File: src/hdl/serial_port_pkg.sv
// constants, types and shared helpers of the asynchronous serial port
package serial_port_pkg;
  localparam int unsigned MCLK_HZ = 10_000_000;
  localparam int unsigned REF_CLK_HZ = 20_000_000;
  localparam int unsigned BAUD_MIN_BPS = 300;
  localparam int unsigned BAUD_MAX_BPS = 1_250_000;
  localparam int AXI_ADDR_W = 32;
  localparam int AXI_DATA_W = 32;
  localparam logic [7:0] ADDR_CTRL = 8'h00;
  localparam logic [7:0] ADDR_OPT = 8'h04;
  localparam logic [7:0] ADDR_CLKSEL = 8'h08;
  localparam logic [7:0] ADDR_DIV = 8'h0C;
  localparam logic [7:0] ADDR_ERR = 8'h10;
  localparam logic [7:0] ADDR_RXD = 8'h14;
  localparam logic [7:0] ADDR_TXD = 8'h18;
  localparam logic [7:0] ADDR_IRQ_STAT = 8'h1C;
  localparam logic [7:0] ADDR_IRQ_MASK = 8'h20;
  localparam logic [7:0] ADDR_FLAGS = 8'h24;
  localparam int CTRL_TX_EN = 0;
  localparam int CTRL_RX_EN = 1;
  localparam int CTRL_MSB = 2;
  localparam int CTRL_PAR = 3;
  localparam int CTRL_CHAR8 = 5;
  localparam int CTRL_STOP2 = 6;
  localparam int OPT_TX_INV = 0;
  localparam int OPT_RX_INV = 1;
  localparam int ERR_PAR = 0;
  localparam int ERR_FRM = 1;
  localparam int ERR_OVR = 2;
  localparam int IRQ_RXDONE = 0;
  localparam int IRQ_TXFREE = 1;
  localparam int IRQ_RXERR = 2;
  localparam logic [7:0] CTRL_RST = 8'h20;
  localparam logic [1:0] OPT_RST = 2'h0;
  localparam logic [3:0] CLKSEL_RST = 4'h0;
  localparam int DIV_W = 8;
  localparam logic [DIV_W-1:0] DIV_RST = 8'h20;
  localparam logic [DIV_W-1:0] DIV_MIN = 8'h02;
  localparam int FRAME_W = 12;
  localparam logic [1:0] AXI_OKAY = 2'h0;
  localparam logic [1:0] AXI_SLVERR = 2'h2;
  typedef enum logic [1:0] {PAR_NONE = 2'h0, PAR_ZERO = 2'h1, PAR_ODD = 2'h2,
                            PAR_EVEN = 2'h3} parity_t;

  // wire order <-> value order; 7-bit values get a zero top bit
  function automatic logic [7:0] order_bits(input logic [7:0] d, input logic char8,
                                            input logic msb);
    logic [7:0] r;
    r = 8'h00;
    for (int i = 0; i < 8; i++) r[i] = msb ? d[7-i] : d[i];
    if (!char8) r = msb ? {1'b0, r[7:1]} : {1'b0, r[6:0]};
    return r;
  endfunction : order_bits

  function automatic logic parity_bit(input logic [7:0] v, input parity_t mode);
    return (mode == PAR_EVEN) ? ^v : ((mode == PAR_ODD) ? ~^v : 1'b0);
  endfunction : parity_bit
endpackage : serial_port_pkg

File: src/hdl/ser_cfg_if.sv
// configuration and bit-rate enable shared by transmitter and receiver
`timescale 1ns/10ps
interface ser_cfg_if #(parameter int DIV_W = 8);
  logic base_tick;
  logic char8;
  logic stop2;
  logic msb_first;
  logic rx_en;
  serial_port_pkg::parity_t parity;
  logic [DIV_W-1:0] divisor;
  modport ctrl (output base_tick, char8, stop2, msb_first, rx_en, parity, divisor);
  modport unit (input base_tick, char8, stop2, msb_first, rx_en, parity, divisor);
endinterface : ser_cfg_if

File: src/hdl/serial_tx.sv
// transmit shift register and frame serialiser
`timescale 1ns/10ps
module serial_tx #(parameter int DIV_W = 8) (
  input wire logic mclk_in,
  input wire logic rst_in,
  ser_cfg_if.unit cfg,
  input wire logic load_in,
  input wire logic [7:0] data_in,
  output logic busy_out,
  output logic line_out
);
  import serial_port_pkg::*;
  typedef enum logic [1:0] {TX_IDLE = 2'b01, TX_SEND = 2'b10} tx_state_t;
  tx_state_t state_r;
  logic [FRAME_W-1:0] shift_r;
  logic [3:0] bits_r;
  logic [DIV_W-1:0] cnt_r;
  wire logic [7:0] ord = order_bits(data_in, cfg.char8, cfg.msb_first);
  wire logic has_par = (cfg.parity != PAR_NONE);
  wire logic par = has_par ? parity_bit(order_bits(data_in, cfg.char8, 1'b0), cfg.parity) : 1'b1;
  wire logic [3:0] nbits = (cfg.char8 ? 4'h9 : 4'h8) + {3'h0, has_par} + (cfg.stop2 ? 4'h2 : 4'h1);
  wire logic [FRAME_W-1:0] frame = cfg.char8 ? {2'b11, par, ord, 1'b0}
                                             : {3'b111, par, ord[6:0], 1'b0};
  always_ff @(posedge mclk_in or posedge rst_in) begin
    if (rst_in) begin
      state_r <= TX_IDLE;
      shift_r <= '1;
      bits_r <= 4'h0;
      cnt_r <= '0;
    end else begin
      unique case (state_r)
        TX_IDLE: if (load_in) begin
          shift_r <= frame;
          bits_r <= nbits;
          cnt_r <= cfg.divisor - 1'b1;
          state_r <= TX_SEND;
        end
        TX_SEND: if (cfg.base_tick) begin
          if (cnt_r == '0) begin
            cnt_r <= cfg.divisor - 1'b1;
            shift_r <= {1'b1, shift_r[FRAME_W-1:1]};
            bits_r <= bits_r - 1'b1;
            if (bits_r == 4'h1) state_r <= TX_IDLE;
          end else cnt_r <= cnt_r - 1'b1;
        end
      endcase
    end
  end
  assign busy_out = (state_r == TX_SEND);
  assign line_out = shift_r[0];
endmodule : serial_tx

File: src/hdl/serial_rx.sv
// receive shift register with centre sampling and error checks
`timescale 1ns/10ps
module serial_rx #(parameter int DIV_W = 8) (
  input wire logic mclk_in,
  input wire logic rst_in,
  ser_cfg_if.unit cfg,
  input wire logic line_in,
  output logic done_out,
  output logic [7:0] data_out,
  output logic perr_out,
  output logic ferr_out
);
  import serial_port_pkg::*;
  typedef enum logic [2:0] {RX_IDLE = 3'b001, RX_START = 3'b010, RX_BITS = 3'b100} rx_state_t;
  rx_state_t state_r;
  logic prev_r;
  logic par_r;
  logic [3:0] idx_r;
  logic [7:0] raw_r;
  logic [DIV_W-1:0] cnt_r;
  wire logic [3:0] ndata = cfg.char8 ? 4'h8 : 4'h7;
  wire logic has_par = (cfg.parity != PAR_NONE);
  wire logic sample = cfg.base_tick && (cnt_r == '0);
  wire logic [7:0] value = order_bits(raw_r, cfg.char8, cfg.msb_first);
  always_ff @(posedge mclk_in or posedge rst_in) begin
    if (rst_in) begin
      state_r <= RX_IDLE;
      prev_r <= 1'b1;
      par_r <= 1'b0;
      idx_r <= 4'h0;
      raw_r <= 8'h00;
      cnt_r <= '0;
      done_out <= 1'b0;
      data_out <= 8'h00;
      perr_out <= 1'b0;
      ferr_out <= 1'b0;
    end else begin
      prev_r <= line_in;
      done_out <= 1'b0;
      if (cfg.base_tick && state_r != RX_IDLE) cnt_r <= sample ? cfg.divisor - 1'b1 : cnt_r - 1'b1;
      if (!cfg.rx_en) state_r <= RX_IDLE;
      else unique case (state_r)
        // falling edge, half bit to centre
        RX_IDLE: if (prev_r && !line_in) begin
          state_r <= RX_START;
          cnt_r <= cfg.divisor >> 1;
        end
        RX_START: if (sample) begin
          state_r <= line_in ? RX_IDLE : RX_BITS;
          idx_r <= 4'h0;
        end
        RX_BITS: if (sample) begin
          idx_r <= idx_r + 1'b1;
          if (idx_r < ndata) raw_r[idx_r[2:0]] <= line_in;
          else if (has_par && idx_r == ndata) par_r <= line_in;
          else begin
            state_r <= RX_IDLE;
            done_out <= 1'b1;
            data_out <= value;
            ferr_out <= !line_in;
            perr_out <= has_par && (par_r != parity_bit(value, cfg.parity));
          end
        end
      endcase
    end
  end
endmodule : serial_rx

File: src/hdl/async_serial_port.sv
// asynchronous serial port top: register file, buffers, interrupts, pins
//
// Register access over AXI4-Lite and the placing of the registers were decided locally.
`timescale 1ns/10ps
module async_serial_port #(
  parameter int DIV_W = serial_port_pkg::DIV_W
) (
  input wire logic mclk_in,
  input wire logic rst_in,
  input wire logic [serial_port_pkg::AXI_ADDR_W-1:0] axi_awaddr_in,
  input wire logic axi_awvalid_in,
  output logic axi_awready_out,
  input wire logic [serial_port_pkg::AXI_DATA_W-1:0] axi_wdata_in,
  input wire logic [3:0] axi_wstrb_in,
  input wire logic axi_wvalid_in,
  output logic axi_wready_out,
  output logic [1:0] axi_bresp_out,
  output logic axi_bvalid_out,
  input wire logic axi_bready_in,
  input wire logic [serial_port_pkg::AXI_ADDR_W-1:0] axi_araddr_in,
  input wire logic axi_arvalid_in,
  output logic axi_arready_out,
  output logic [serial_port_pkg::AXI_DATA_W-1:0] axi_rdata_out,
  output logic [1:0] axi_rresp_out,
  output logic axi_rvalid_out,
  input wire logic axi_rready_in,
  input wire logic serial_rx_line_in,
  output logic serial_tx_line_out,
  output logic rx_error_irq_out,
  output logic rx_done_irq_out,
  output logic tx_free_irq_out,
  output logic irq_out
);
  import serial_port_pkg::*;

  // aligned and inside the map
  function automatic logic reg_known(input logic [AXI_ADDR_W-1:0] a);
    return (a[AXI_ADDR_W-1:8] == '0) && (a[1:0] == 2'h0) && (a[7:0] <= ADDR_FLAGS);
  endfunction : reg_known

  logic [7:0] serial_ctrl_main_r;
  logic [1:0] serial_option_ctrl_r;
  logic [3:0] base_clock_select_r;
  logic [DIV_W-1:0] baud_divisor_ctrl_r;
  logic [2:0] rx_error_status_r;
  logic [7:0] rx_data_reg_r;
  logic [7:0] tx_data_reg_r;
  logic [2:0] irq_stat_r;
  logic [2:0] irq_mask_r;
  logic tx_full_r;
  logic rx_full_r;
  logic awrdy_r;
  logic bvalid_r;
  logic [1:0] bresp_r;
  logic arrdy_r;
  logic rvalid_r;
  logic [1:0] rresp_r;
  logic [AXI_DATA_W-1:0] rdata_r;
  logic rx_meta_r;
  logic rx_sync_r;
  logic tx_line_r;
  logic rx_err_irq_r;
  logic rx_done_irq_r;
  logic tx_free_irq_r;
  logic irq_r;
  logic [15:0] pre_cnt_r;
  logic base_tick_r;

  // ---- bit-rate enable
  wire logic [15:0] pre_last = 16'((17'h1 << base_clock_select_r) - 17'h1);
  always_ff @(posedge mclk_in or posedge rst_in) begin
    if (rst_in) begin
      pre_cnt_r <= 16'h0000;
      base_tick_r <= 1'b0;
    end else begin
      base_tick_r <= (pre_cnt_r >= pre_last);
      pre_cnt_r <= (pre_cnt_r >= pre_last) ? 16'h0000 : pre_cnt_r + 16'h0001;
    end
  end

  // ---- configuration carried to the shift engines
  ser_cfg_if #(.DIV_W(DIV_W)) cfg ();
  wire logic tx_en = serial_ctrl_main_r[CTRL_TX_EN];
  wire logic rx_en = serial_ctrl_main_r[CTRL_RX_EN];
  assign cfg.base_tick = base_tick_r;
  assign cfg.char8 = serial_ctrl_main_r[CTRL_CHAR8];
  assign cfg.stop2 = serial_ctrl_main_r[CTRL_STOP2];
  assign cfg.msb_first = serial_ctrl_main_r[CTRL_MSB];
  assign cfg.rx_en = rx_en;
  assign cfg.parity = parity_t'(serial_ctrl_main_r[CTRL_PAR+1:CTRL_PAR]);
  assign cfg.divisor = baud_divisor_ctrl_r;

  // ---- receive pin: two flops, then optional inversion
  always_ff @(posedge mclk_in or posedge rst_in) begin
    if (rst_in) begin
      rx_meta_r <= 1'b1;
      rx_sync_r <= 1'b1;
    end else begin
      rx_meta_r <= serial_rx_line_in;
      rx_sync_r <= rx_meta_r;
    end
  end
  wire logic rx_line = rx_sync_r ^ serial_option_ctrl_r[OPT_RX_INV];

  // ---- shift engines, independent of each other
  logic tx_busy;
  logic tx_line;
  logic rx_done;
  logic [7:0] rx_data;
  logic rx_perr;
  logic rx_ferr;
  wire logic tx_load = tx_full_r && !tx_busy && tx_en;
  serial_tx #(.DIV_W(DIV_W)) u_tx (
    .mclk_in(mclk_in),
    .rst_in(rst_in),
    .cfg(cfg),
    .load_in(tx_load),
    .data_in(tx_data_reg_r),
    .busy_out(tx_busy),
    .line_out(tx_line)
  );
  serial_rx #(.DIV_W(DIV_W)) u_rx (
    .mclk_in(mclk_in),
    .rst_in(rst_in),
    .cfg(cfg),
    .line_in(rx_line),
    .done_out(rx_done),
    .data_out(rx_data),
    .perr_out(rx_perr),
    .ferr_out(rx_ferr)
  );

  // ---- bus decode
  wire logic aw_go = axi_awvalid_in && axi_wvalid_in && !awrdy_r && !bvalid_r;
  wire logic wr_en = awrdy_r && axi_awvalid_in && axi_wvalid_in;
  wire logic wr_ok = wr_en && reg_known(axi_awaddr_in) && axi_wstrb_in[0];
  wire logic [7:0] wa = axi_awaddr_in[7:0];
  wire logic [7:0] wb = axi_wdata_in[7:0];
  wire logic ar_go = axi_arvalid_in && !arrdy_r && !rvalid_r;
  wire logic rd_en = arrdy_r && axi_arvalid_in;
  wire logic rd_ok = rd_en && reg_known(axi_araddr_in);
  wire logic [7:0] ra = axi_araddr_in[7:0];
  wire logic wr_ctrl = wr_ok && (wa == ADDR_CTRL);
  wire logic wr_opt = wr_ok && (wa == ADDR_OPT);
  wire logic wr_clksel = wr_ok && (wa == ADDR_CLKSEL);
  wire logic wr_div = wr_ok && (wa == ADDR_DIV);
  wire logic wr_err = wr_ok && (wa == ADDR_ERR);
  wire logic wr_txd = wr_ok && (wa == ADDR_TXD);
  wire logic wr_stat = wr_ok && (wa == ADDR_IRQ_STAT);
  wire logic wr_mask = wr_ok && (wa == ADDR_IRQ_MASK);
  wire logic rd_rxd = rd_ok && (ra == ADDR_RXD);
  // a write to a full buffer is dropped unless it leaves this cycle
  wire logic wr_txd_ok = wr_txd && tx_en && (!tx_full_r || tx_load);
  wire logic [DIV_W-1:0] div_wr = (wb[DIV_W-1:0] < DIV_MIN) ? DIV_MIN : wb[DIV_W-1:0];

  // ---- receive transfer and error detection
  wire logic rx_take = rx_done && rx_en;
  wire logic overrun = rx_take && rx_full_r && !rd_rxd;
  wire logic [2:0] err_set = {overrun, rx_take && rx_ferr, rx_take && rx_perr};
  wire logic [2:0] err_clr = wr_err ? wb[2:0] : 3'h0;
  wire logic [2:0] err_nxt = (rx_error_status_r & ~err_clr) | err_set;
  wire logic [2:0] irq_set = {|err_set, tx_load, rx_take};
  wire logic [2:0] irq_clr = wr_stat ? wb[2:0] : 3'h0;
  wire logic [2:0] irq_stat_nxt = (irq_stat_r & ~irq_clr) | irq_set;
  wire logic [2:0] irq_mask_nxt = wr_mask ? wb[2:0] : irq_mask_r;

  // ---- read data selection
  wire logic [7:0] flags = {5'h00, rx_full_r, tx_busy, tx_full_r};
  wire logic [7:0] rd_byte =
    (ra == ADDR_CTRL) ? serial_ctrl_main_r :
    (ra == ADDR_OPT) ? {6'h00, serial_option_ctrl_r} :
    (ra == ADDR_CLKSEL) ? {4'h0, base_clock_select_r} :
    (ra == ADDR_DIV) ? 8'(baud_divisor_ctrl_r) :
    (ra == ADDR_ERR) ? {5'h00, rx_error_status_r} :
    (ra == ADDR_RXD) ? rx_data_reg_r :
    (ra == ADDR_TXD) ? tx_data_reg_r :
    (ra == ADDR_IRQ_STAT) ? {5'h00, irq_stat_r} :
    (ra == ADDR_IRQ_MASK) ? {5'h00, irq_mask_r} : flags;

  // ---- bus handshakes
  always_ff @(posedge mclk_in or posedge rst_in) begin
    if (rst_in) begin
      awrdy_r <= 1'b0;
      bvalid_r <= 1'b0;
      bresp_r <= AXI_OKAY;
      arrdy_r <= 1'b0;
      rvalid_r <= 1'b0;
      rresp_r <= AXI_OKAY;
      rdata_r <= '0;
    end else begin
      awrdy_r <= aw_go;
      arrdy_r <= ar_go;
      if (wr_en) begin
        bvalid_r <= 1'b1;
        bresp_r <= reg_known(axi_awaddr_in) ? AXI_OKAY : AXI_SLVERR;
      end else if (axi_bready_in) bvalid_r <= 1'b0;
      if (rd_en) begin
        rvalid_r <= 1'b1;
        rresp_r <= rd_ok ? AXI_OKAY : AXI_SLVERR;
        rdata_r <= rd_ok ? {24'h000000, rd_byte} : '0;
      end else if (axi_rready_in) rvalid_r <= 1'b0;
    end
  end

  // ---- configuration registers
  always_ff @(posedge mclk_in or posedge rst_in) begin
    if (rst_in) begin
      serial_ctrl_main_r <= CTRL_RST;
      serial_option_ctrl_r <= OPT_RST;
      base_clock_select_r <= CLKSEL_RST;
      baud_divisor_ctrl_r <= DIV_RST;
      irq_mask_r <= 3'h0;
    end else begin
      if (wr_ctrl) serial_ctrl_main_r <= {1'b0, wb[6:0]};
      if (wr_opt) serial_option_ctrl_r <= wb[1:0];
      if (wr_clksel) base_clock_select_r <= wb[3:0];
      if (wr_div) baud_divisor_ctrl_r <= div_wr;
      irq_mask_r <= irq_mask_nxt;
    end
  end

  // ---- data buffers
  always_ff @(posedge mclk_in or posedge rst_in) begin
    if (rst_in) begin
      tx_data_reg_r <= 8'h00;
      tx_full_r <= 1'b0;
      rx_data_reg_r <= 8'h00;
      rx_full_r <= 1'b0;
    end else begin
      if (wr_txd_ok) tx_data_reg_r <= wb;
      tx_full_r <= wr_txd_ok || (tx_full_r && !tx_load);
      if (rx_take) rx_data_reg_r <= rx_data;
      rx_full_r <= rx_take || (rx_full_r && !rd_rxd);
    end
  end

  // ---- status, interrupts and pins
  always_ff @(posedge mclk_in or posedge rst_in) begin
    if (rst_in) begin
      rx_error_status_r <= 3'h0;
      irq_stat_r <= 3'h0;
      rx_err_irq_r <= 1'b0;
      rx_done_irq_r <= 1'b0;
      tx_free_irq_r <= 1'b0;
      irq_r <= 1'b0;
      tx_line_r <= 1'b1;
    end else begin
      rx_error_status_r <= err_nxt;
      irq_stat_r <= irq_stat_nxt;
      rx_err_irq_r <= |err_set;
      rx_done_irq_r <= rx_take;
      tx_free_irq_r <= tx_load;
      irq_r <= |(irq_stat_nxt & irq_mask_nxt);
      tx_line_r <= tx_line ^ serial_option_ctrl_r[OPT_TX_INV];
    end
  end

  assign axi_awready_out = awrdy_r;
  assign axi_wready_out = awrdy_r;
  assign axi_bvalid_out = bvalid_r;
  assign axi_bresp_out = bresp_r;
  assign axi_arready_out = arrdy_r;
  assign axi_rvalid_out = rvalid_r;
  assign axi_rresp_out = rresp_r;
  assign axi_rdata_out = rdata_r;
  assign serial_tx_line_out = tx_line_r;
  assign rx_error_irq_out = rx_err_irq_r;
  assign rx_done_irq_out = rx_done_irq_r;
  assign tx_free_irq_out = tx_free_irq_r;
  assign irq_out = irq_r;
endmodule : async_serial_port

File: config.mk
export PLATFORM = sky130hd
export DESIGN_NAME = async_serial_port
export DESIGN_NICKNAME = d
export VERILOG_FILES = /design/src/hdl/serial_port_pkg.sv /design/src/hdl/ser_cfg_if.sv /design/src/hdl/serial_tx.sv /design/src/hdl/serial_rx.sv /design/src/hdl/async_serial_port.sv
export SDC_FILE = /design/constraint.sdc
export NUM_CORES = 1
export LEC_CHECK = 0
export BUFFER_PORTS_ARGS = -buffer_cell sky130_fd_sc_hd__clkbuf_2
export CORE_ASPECT_RATIO = 0.5
export CORE_MARGIN = 1.5
export CORE_UTILIZATION = 40
export CTS_CLUSTER_DIAMETER = 50
export DETAILED_ROUTE_END_ITERATION = 8
export SYNTH_ARGS = -nofsm -noshare
export SYNTH_HDL_FRONTEND = slang
export SYNTH_HIERARCHICAL = 1
export SYNTH_SLANG_ARGS = --single-unit
File: constraint.sdc
create_clock -name mclk_in -period 4 [get_ports mclk_in]
set_clock_uncertainty 0.05 [all_clocks]
set_input_delay 0.2 -clock mclk_in [delete_from_list [all_inputs] [get_ports mclk_in]]
set_output_delay 0.2 -clock mclk_in [all_outputs]
set_load 0.05 [all_outputs]
==> results.sh, run 1 <==
export IMPL_cts_tree="yes"
export IMPL_synth_fa_ha_area_frac=0.0445
export IMPL_drtPass1Iterations=5
export IMPL_clkTransAtPathRegs_ns=0.07
export IMPL_finalPower_mw=4.46
export IMPL_p_leak_nw=4.68
export IMPL_worst_pin_slew_ns=0.928
export IMPL_htreeDepth=4
export IMPL_synth_edf_count=0
export IMPL_grt_max_degree=52
export IMPL_netlist_area_um2=8890
export IMPL_crit_required_ns=4.25
export IMPL_die_x_um=214
export IMPL_die_y_um=108
export IMPL_power_density_nw_per_um2=433
export IMPL_synthArstFlopShare=1.00
export IMPL_pin_count=154
export IMPL_clock_fmax_mhz=277
export IMPL_yosysWarnings=6
export IMPL_syn_to_final_growth_pct=15.8
export IMPL_hp_class="input port to flop"
export IMPL_critPathArrivalTime_ns=3.85
export IMPL_grt_setup_unrepaired="no"
export IMPL_dieArea_um2=23200
export IMPL_clk_path_buf_depth=2
export IMPL_yosysSeqAreaShare=0.413
export IMPL_synth_top_family_by_area="simple AND/OR/NAND/NOR gates"
export IMPL_final_util=0.474
export IMPL_start_util=0.409
export IMPL_gp_congestion=0.892
export IMPL_cts_buffers=17
export IMPL_final_hold_viol_count=0
export IMPL_vdd_drop_max_v=0.000222
export IMPL_whs_ns=0.00823
export IMPL_grt_pass1_wl_um=36200
export IMPL_io_buffers=100
export IMPL_ys_flop_type="dfrtp_1"
export IMPL_ys_seq_elements=146
export IMPL_synth_compound_gate_area_share=0.155
export IMPL_worst_setup_path_type="flop to flop"
export IMPL_start_kind="flop"
export IMPL_synth_xor_area_share=0.0424
export IMPL_reg2reg_slack_ns=0.39
export IMPL_track_usage=0.200
export IMPL_fin_area_um2=10300
export IMPL_ant_nets=0
export IMPL_outcome="complete, no violations"
export IMPL_drt_iter0_drc=520
export IMPL_post_cts_buffers=0
export IMPL_syn_avg_cell_area_um2=9.37
export IMPL_drt_wl_total_um=22200
export IMPL_antenna_found_initial=1
export IMPL_cts_sink_count=146
export IMPL_cts_resized=0
export IMPL_wl_per_cell_um=16.3
export IMPL_maxCapViolCount=0
export IMPL_rows=38
export IMPL_vias_per_cell=5.42
export IMPL_cp_end_kind="flop"
export IMPL_grt_ovfl_total=0
export IMPL_ctsHoldBuffers=8
export IMPL_ys_types=81
export IMPL_drc=0
export IMPL_dp_hpwl_um=16300
export IMPL_finalCritPeriodShare=0.901
export IMPL_core_area_um2=21700
export IMPL_period_needed_ns=3.61
export IMPL_place_area_um2=9570
export IMPL_fin_nets=1186
export IMPL_drive_gt1_frac=0.218
export IMPL_cts_root_buf="clkbuf_16"
export IMPL_grt_pass1_vias=6988
export IMPL_syn_inst=949
export IMPL_synthSimpleGateAreaFrac=0.212
export IMPL_insertion_delay_ns=0.44
export IMPL_final_setup_tns_ns=0
export IMPL_antenna_cells=0
export IMPL_crit_fanout=17
export IMPL_maxSlewHeadroom=0.381
export IMPL_slew_violations=0
export IMPL_setup_violations_final=0
export IMPL_vias=7366
export IMPL_muxShareOfSynthArea=0.0763
[placed cells by master (no fill, tap or decap), drive strengths merged, types with 5 or more instances in the layout]
| cell type | instances |
|---|---|
| mux2i | 22 |
| conb | 27 |
| clkbuf | 121 |
| a21oi | 48 |
| or3 | 6 |
| nor2 | 79 |
| mux2 | 34 |
| nand2b | 12 |
| or4 | 5 |
| dfrtp | 128 |
| xnor2 | 24 |
| a22o | 7 |
| nand3b | 5 |
| nand4 | 10 |
| o211ai | 7 |
| or2 | 5 |
| ha | 30 |
| nand2 | 117 |
| inv | 35 |
| nor2b | 11 |
| a211oi | 10 |
| nor3 | 18 |
| and3 | 9 |
| buf | 10 |
| a31oi | 9 |
| nand3 | 31 |
| o21ai | 70 |
| dfstp | 18 |
| dlygate4sd3 | 8 |
| o22ai | 7 |
| and2 | 5 |
| xor2 | 19 |
| a22oi | 5 |
| nor3b | 9 |
| o31ai | 6 |
| nor4 | 26 |
| a21o | 11 |
[Yosys cell counts, types with 10 or more instances]
cell / count / area [um^2]
dfrtp_1: 128 / 3200
nor2b_1: 11 / 68.8
xor2_1: 19 / 166
nand2_1: 115 / 432
mux2_2: 24 / 270
nand3_1: 30 / 150
nand2b_1: 12 / 75.1
o21ai_0: 61 / 305
a21oi_1: 47 / 235
mux2i_1: 22 / 220
a211oi_1: 10 / 75.1
inv_1: 34 / 128
a21o_1: 11 / 82.6
nor4_1: 19 / 119
clkbuf_1: 31 / 116
ha_1: 30 / 375
xnor2_1: 24 / 210
nor3_1: 16 / 80.1
buf_4: 28 / 210
nor2_1: 79 / 297
dfstp_2: 18 / 473
[layout make-up]
type                            instances  area [um^2]
Clock inverter                         11          179
Clock buffer                           21          460
Fill cell                            2024        11400
Timing Repair Buffer                  118          656
Sequential cell                       146         3680
Multi-Input combinational cell        730         4820
Tap cell                              300          375
Inverter                               34          129
[path summary, 6_finish.rpt]
kind	endpoint	cells past startpoint	from
min reg2reg	rx_sync_r	0	rx_meta_r
max	pre_cnt_r[2]	11	base_clock_select_r[0]
max in group asynchronous	rx_meta_r	4	rst_in
min	baud_divisor_ctrl_r[4]	2	axi_wdata_in[4]
max reg2reg	pre_cnt_r[2]	11	base_clock_select_r[0]
min in group asynchronous	u_rx/cnt_r[3]	4	rst_in
[report_power, final]
group          switching (mW)  total, mW  internal (mW)
Sequential              0.116       1.75           1.63
Clock                   0.657       1.74           1.08
Combinational           0.622      0.969          0.347
[state kept, by name, indices dropped and copies added (netlist names), 2 cells and up]
signal,count
u_rx/idx_r,4
axi_rdata_out,8
rx_error_status_r,3
base_clock_select_r,4
irq_mask_r,3
u_rx/raw_r,8
serial_option_ctrl_r,2
serial_ctrl_main_r,7
baud_divisor_ctrl_r,8
irq_stat_r,3
u_rx/data_out,8
tx_data_reg_r,8
u_tx/state_r,2
u_rx/cnt_r,8
u_tx/bits_r,4
u_tx/cnt_r,8
pre_cnt_r,16
u_rx/state_r,3
rx_data_reg_r,8
u_tx/shift_r,10
[critical path, cell delays in order, from the launching register on]
cell	delay (ns)
dfrtp_1	0.50
or2_2	0.36
or3_1	0.34
ha_1	0.31
nor4b_1	0.30
a21oi_1	0.08
o22a_1	0.21
ha_1	0.31
nand4_1	0.10
nor4_1	0.27
a21o_1	0.50
nor2_1	0.11
[per-stage QoR]
stage / setup WS (ns) / instances
after floorplan: 0.479 / 974
after global placement: 0.533 / 1320
after detailed placement: 0.429 / 1320
after CTS: 0.383 / 1360
after global routing: 0.126 / 1360
final: 0.394 / 1360
[kinds of logic (layout without fill, tap and decap cells)]
| kind of cell | after synthesis | after routing |
|---|---|---|
| flops | 146 | 146 |
| mux | 58 | 58 |
| compound gates | 210 | 210 |
| simple gates | 361 | 361 |
| xor+xnor | 43 | 43 |
| fa+ha+maj | 31 | 31 |
| other cells | 2 | 27 |
| buf+inv | 98 | 184 |
[metal layers]
| metal | GRT usage | vias to the layer above | part of all wire |
|---|---|---|---|
| li1 | - | 3575 | - |
| met1 | 0.281 | 3583 | 0.48 |
| met2 | 0.308 | 186 | 0.45 |
| met3 | 0.0430 | 22 | 0.052 |
| met4 | 0.0619 | 0 | 0.015 |
| met5 | 0 | - | 0 |
Note: power is estimated with default switching activity, not from simulation.
==> inputs of run 2 (changes only) <==
--- a/config.mk
+++ b/config.mk
@@ -11,6 +11,9 @@
 export CORE_UTILIZATION = 40
 export CTS_CLUSTER_DIAMETER = 50
 export DETAILED_ROUTE_END_ITERATION = 8
+export GPL_TIMING_DRIVEN = 1
+export SETUP_SLACK_MARGIN = 0.4
+export SLEW_MARGIN = 25
 export SYNTH_ARGS = -nofsm -noshare
 export SYNTH_HDL_FRONTEND = slang
 export SYNTH_HIERARCHICAL = 1
==> results.sh, run 2 (synthesis results as in run 1) <==
export IMPL_outcome="complete, no violations"
export IMPL_drive_gt1_frac=0.221
export IMPL_drt_met1_wl_um=10900
export IMPL_reg2reg_slack_ns=0.56
export IMPL_largest_register="pre_cnt_r"
export IMPL_p_leak_nw=4.68
export IMPL_place_area_um2=9570
export IMPL_path_buf_inv=1
export IMPL_htreeDepth=4
export IMPL_core_area_um2=21700
export IMPL_mostFrequentLayoutCell="dfrtp_1"
export IMPL_finalCritPeriodShare=0.859
export IMPL_dieArea_um2=23200
export IMPL_hp_class="input port to flop"
export IMPL_grt_setup_unrepaired="no"
export IMPL_worst_path_largest_cell_delay_ns=0.48
export IMPL_start_util=0.409
export IMPL_die_x_um=214
export IMPL_period_needed_ns=3.44
export IMPL_clkTransAtPathRegs_ns=0.07
export IMPL_grt_ovfl_total=0
export IMPL_clk_path_buf_depth=2
export IMPL_cp_cell_sequence="or2_2, or3_1, ha_1, nor4b_1, a21oi_1, o22a_1, ha_1, a21o_1, a21oi_1, o21ai_0, a21o_2, buf_12, nor2_1"
export IMPL_hp_start="axi_wdata_in[4]"
export IMPL_pin_count=154
export IMPL_crit_required_ns=4.31
export IMPL_drt_iter0_drc=497
export IMPL_cts_root_buf="clkbuf_16"
export IMPL_wl_met3_um=1100
export IMPL_final_hold_viol_count=0
export IMPL_antenna_cells=0
export IMPL_final_cell_mix="127 x dfrtp_1, 115 x nand2_1, 100 x clkbuf_2"
export IMPL_slew_violations=0
export IMPL_fin_nets=1187
export IMPL_final_util=0.475
export IMPL_rows=38
export IMPL_min_to="baud_divisor_ctrl_r[4]"
export IMPL_maxCapViolCount=0
export IMPL_clock_fmax_mhz=291
export IMPL_largest_reg_flops=16
export IMPL_ant_nets=0
export IMPL_critPathArrivalTime_ns=3.75
export IMPL_crit_fanout=17
export IMPL_dp_hpwl_um=16300
export IMPL_worst_pin_slew_ns=0.917
export IMPL_top_regs="pre_cnt_r: 16 flops, u_tx/shift_r: 10 flops"
export IMPL_die_y_um=108
export IMPL_critical_path_top_delay_family="simple AND/OR/NAND/NOR gates"
export IMPL_power_density_nw_per_um2=434
export IMPL_grt_max_degree=52
export IMPL_gp_congestion=0.892
export IMPL_io_buffers=100
export IMPL_wl_per_cell_um=16.4
export IMPL_r2r_end="pre_cnt_r[2]"
export IMPL_drtPass1Iterations=5
export IMPL_top_layer="met4"
export IMPL_cts_tree="yes"
export IMPL_track_usage=0.200
export IMPL_start_kind="flop"
export IMPL_cp_end_kind="flop"
export IMPL_insertion_delay_ns=0.44
export IMPL_worstHoldPathCells=2
export IMPL_vdd_drop_max_v=0.000223
export IMPL_syn_to_final_growth_pct=16.0
export IMPL_vias_per_cell=5.43
export IMPL_whs_ns=0.00940
export IMPL_drt_wl_total_um=22300
export IMPL_antenna_found_initial=1
export IMPL_final_setup_tns_ns=0
export IMPL_cp_slowest_cell="dfrtp_2"
export IMPL_routed_wl_met2_um=9960
export IMPL_cts_buffers=17
export IMPL_grt_pass1_vias=6990
export IMPL_vias=7390
export IMPL_cts_sink_count=146
export IMPL_r2r_start="base_clock_select_r[0]"
export IMPL_reg2regPathDepth=13
export IMPL_drc=0
export IMPL_maxSlewHeadroom=0.388
export IMPL_worst_setup_path_type="flop to flop"
export IMPL_fin_area_um2=10300
export IMPL_setup_violations_final=0
export IMPL_grt_pass1_wl_um=36200
## run 2: cell types whose count changed in the layout (fill, tap and decap cells not counted), sizes merged
cell,change
buf,+1
inv,-1
clkinv,+1
## run 2: report_power, final
group	total (mW)	switching (mW)	internal (mW)
sequential	1.75	0.117	1.63
combinational	0.994	0.626	0.368
clock	1.74	0.657	1.08
total	4.48	1.40	3.08
## run 2: how the worst max path moves through the flow
stage / from / end / slack, ns / depth (start not counted)
CTS: base_clock_select_r[0] / pre_cnt_r[2] / 0.55 / 12
finish: base_clock_select_r[0] / pre_cnt_r[2] / 0.56 / 13
global route: base_clock_select_r[0] / pre_cnt_r[8] / 0.43 / 13
floorplan: base_clock_select_r[0] / pre_cnt_r[10] / 0.48 / 15
global placement: base_clock_select_r[0] / pre_cnt_r[11] / 0.53 / 11
detailed placement: base_clock_select_r[0] / pre_cnt_r[2] / 0.43 / 11
## run 2: per-layer routing
metal	up-vias	track usage
li1	3582	-
met2	193	0.308
met1	3592	0.281
met4	0	0.0619
met5	-	0
met3	23	0.0430
## run 2: area by class of cell
class | instances | area [um^2]
tap | 300 | 375
multi-input combinational | 730 | 4820
fill | 2020 | 11400
sequential | 146 | 3680
clock inverter | 11 | 179
timing repair buffer | 119 | 676
clock buffer | 21 | 460
inverter | 34 | 129
## run 2: repair_timing
action	in CTS	in global routing
pin swaps	0	1
resized for setup	1	1
endpoints found under the hold margin	103	0
setup endpoints to repair	9	16
setup buffers	0	1
hold buffers	8	0
## run 2: stage by stage
| step | cells | setup slack, ns | power, mW |
|---|---|---|---|
| 6_report | 1361 | 0.562 | 4.48 |
| 5_1_grt | 1361 | 0.427 | 4.72 |
| 4_1_cts | 1360 | 0.553 | 4.50 |
| 3_5_place_dp | 1320 | 0.429 | 2.74 |
| 3_3_place_gp | 1320 | 0.533 | 2.71 |
| 2_1_floorplan | 974 | 0.479 | 2.54 |
==> inputs of run 3 (changes only) <==
--- a/config.mk
+++ b/config.mk
@@ -11,7 +11,7 @@
 export CORE_UTILIZATION = 40
 export CTS_CLUSTER_DIAMETER = 50
 export DETAILED_ROUTE_END_ITERATION = 8
-export GPL_TIMING_DRIVEN = 1
+export GPL_TIMING_DRIVEN = 0
 export SETUP_SLACK_MARGIN = 0.4
 export SLEW_MARGIN = 25
 export SYNTH_ARGS = -nofsm -noshare
==> constraint.sdc (replaced) <==
create_clock -name mclk_in -period 3.54 [get_ports mclk_in]
set_clock_uncertainty 0.05 [all_clocks]
set_input_delay 0.177 -clock mclk_in [delete_from_list [all_inputs] [get_ports mclk_in]]
set_output_delay 0.177 -clock mclk_in [all_outputs]
set_load 0.05 [all_outputs]
==> results.sh, run 3 (synthesis results as in run 1) <==
export IMPL_p_leak_nw=4.95
export IMPL_dp_worst_setup_slack_ns=0.178
export IMPL_core_area_um2=21700
export IMPL_r2r_end="pre_cnt_r[4]"
export IMPL_place_area_um2=9960
export IMPL_syn_to_final_growth_pct=23.3
export IMPL_crit_fanout=7
export IMPL_critical_path_top_delay_family="simple AND/OR/NAND/NOR gates"
export IMPL_p_sw_mw=1.67
export IMPL_drt_wl_total_um=23200
export IMPL_clk_path_buf_depth=2
export IMPL_cts_root_buf="clkbuf_16"
export IMPL_worst_pin_slew_ns=0.926
export IMPL_reg2regPathDepth=15
export IMPL_vias=7571
export IMPL_reg2reg_slack_ns=0.33
export IMPL_clock_fmax_mhz=311
export IMPL_final_setup_tns_ns=0
export IMPL_dp_hpwl_um=17100
export IMPL_drtPass1Iterations=5
export IMPL_clkPwrFrac=0.364
export IMPL_gp_congestion=0.899
export IMPL_grt_ovfl_total=0
export IMPL_ant_nets=0
export IMPL_htreeDepth=4
export IMPL_largest_reg_flops=16
export IMPL_io_buffers=97
export IMPL_critPathArrivalTime_ns=3.47
export IMPL_slew_violations=0
export IMPL_grt_pass1_wl_um=37000
export IMPL_grt_setup_unrepaired="yes"
export IMPL_vias_per_cell=5.31
export IMPL_hp_class="input port to flop"
export IMPL_min_to="tx_full_r"
export IMPL_worst_path_largest_cell_delay_ns=0.37
export IMPL_top_regs="pre_cnt_r: 16 flops, u_tx/shift_r: 10 flops"
export IMPL_worst_setup_path_type="flop to flop"
export IMPL_fin_cells=1425
export IMPL_clkTransAtPathRegs_ns=0.06
export IMPL_pwr_share_comb=0.258
export IMPL_finalPower_mw=5.21
export IMPL_cts_buffers=17
export IMPL_start_util=0.409
export IMPL_dieArea_um2=23200
export IMPL_final_hold_viol_count=0
export IMPL_rows=38
export IMPL_final_cell_mix="127 x dfrtp_1, 115 x nand2_1, 98 x clkbuf_2"
export IMPL_cp_cell_sequence="clkbuf_8, or2_4, or3_4, ha_4, buf_8, nor4b_4, a21oi_2, o22a_1, ha_4, nand4_1, nor4_1, a21o_1, buf_8, buf_12, nor2_4"
export IMPL_grt_pass1_vias=7101
export IMPL_crit_required_ns=3.80
export IMPL_seq_power_share=0.378
export IMPL_fin_ws_ns=0.327
export IMPL_die_x_um=214
export IMPL_dp_cells=1373
export IMPL_die_y_um=108
export IMPL_fin_area_um2=11000
export IMPL_whs_ns=0.0545
export IMPL_path_buf_inv=4
export IMPL_largest_register="pre_cnt_r"
export IMPL_drc=0
export IMPL_r2r_start="base_clock_select_r[0]"
export IMPL_period_needed_ns=3.21
export IMPL_antenna_found_initial=0
export IMPL_cp_end_kind="flop"
export IMPL_power_density_nw_per_um2=475
export IMPL_switching_share=0.321
export IMPL_drt_iter0_drc=499
export IMPL_worstHoldPathCells=4
export IMPL_num_fill_cells=2011
export IMPL_start_kind="flop"
export IMPL_hp_start="axi_awaddr_in[2]"
export IMPL_drive_gt1_frac=0.264
export IMPL_fin_nets=1252
export IMPL_final_util=0.505
export IMPL_cp_slowest_cell="dfrtp_1"
export IMPL_grt_max_degree=67
export IMPL_p_int_mw=3.54
export IMPL_maxCapViolCount=0
export IMPL_cts_sink_count=146
export IMPL_wl_per_cell_um=16.3
export IMPL_setup_violations_final=0
export IMPL_track_usage=0.207
export IMPL_insertion_delay_ns=0.43
export IMPL_cts_tree="yes"
export IMPL_antenna_cells=0
export IMPL_maxSlewHeadroom=0.377
export IMPL_outcome="complete, no violations"
export IMPL_pin_count=154
export IMPL_mostFrequentLayoutCell="dfrtp_1"
export IMPL_finalCritPeriodShare=0.907
export IMPL_vdd_drop_max_v=0.000284
-- run 3: cell type report --
type | instances | area (um^2) | share of cell area
multi-input cells | 730 | 5000 | 0.456
flip-flops and latches | 146 | 3680 | 0.336
repair buffers | 120 | 742 | 0.0677
clock buffers | 20 | 457 | 0.0417
plain buffers | 64 | 427 | 0.0389
well taps | 300 | 375 | 0.0342
clock inverters | 11 | 154 | 0.0140
inverters | 34 | 133 | 0.0121
-- run 3: worst min-delay path: cells and delay by family --
| kind | cells | cell delay, ns |
|---|---|---|
| buffers and inverters | 1 | 0.12 |
| and+or+nand+nor | 3 | 0.20 |
-- run 3: what timing repair did --
action,in CTS,in global routing
buffers inserted,7,2
gates resized for setup,24,29
setup endpoints to repair,42,34
pin swaps,16,5
gates cloned,1,0
hold endpoints to repair,142,0
hold buffers,11,0
-- run 3: power by group through the flow --
stage          Combinational [mW]  Clock, mW  Sequential [mW]
2_1_floorplan               0.887          0             2.00
3_3_place_gp                 1.16          0             2.00
3_5_place_dp                 1.20          0             2.01
4_1_cts                      1.30       1.93             1.98
5_1_grt                      1.48       2.00             1.99
6_report                     1.34       1.90             1.97
-- run 3: routing by layer --
| layer | track usage | up-vias | share of wire |
|---|---|---|---|
| met2 | 0.318 | 192 | 0.45 |
| li1 | - | 3699 | - |
| met3 | 0.0436 | 33 | 0.045 |
| met1 | 0.290 | 3647 | 0.49 |
| met5 | 0 | - | 0 |
| met4 | 0.0659 | 0 | 0.017 |
-- run 3: worst max-delay path by stage --
stage	from	endpoint	slack (ns)	cells after the start
2_1_floorplan	base_clock_select_r[0]	pre_cnt_r[9]	0.42	16
4_1_cts	base_clock_select_r[0]	pre_cnt_r[9]	0.29	16
5_1_grt	base_clock_select_r[1]	pre_cnt_r[4]	0.22	17
6_report	base_clock_select_r[0]	pre_cnt_r[4]	0.33	15
3_3_place_gp	rst_in	pre_cnt_r[5]	0.02	2
3_5_place_dp	serial_ctrl_main_r[5]	u_rx/raw_r[0]	0.18	8
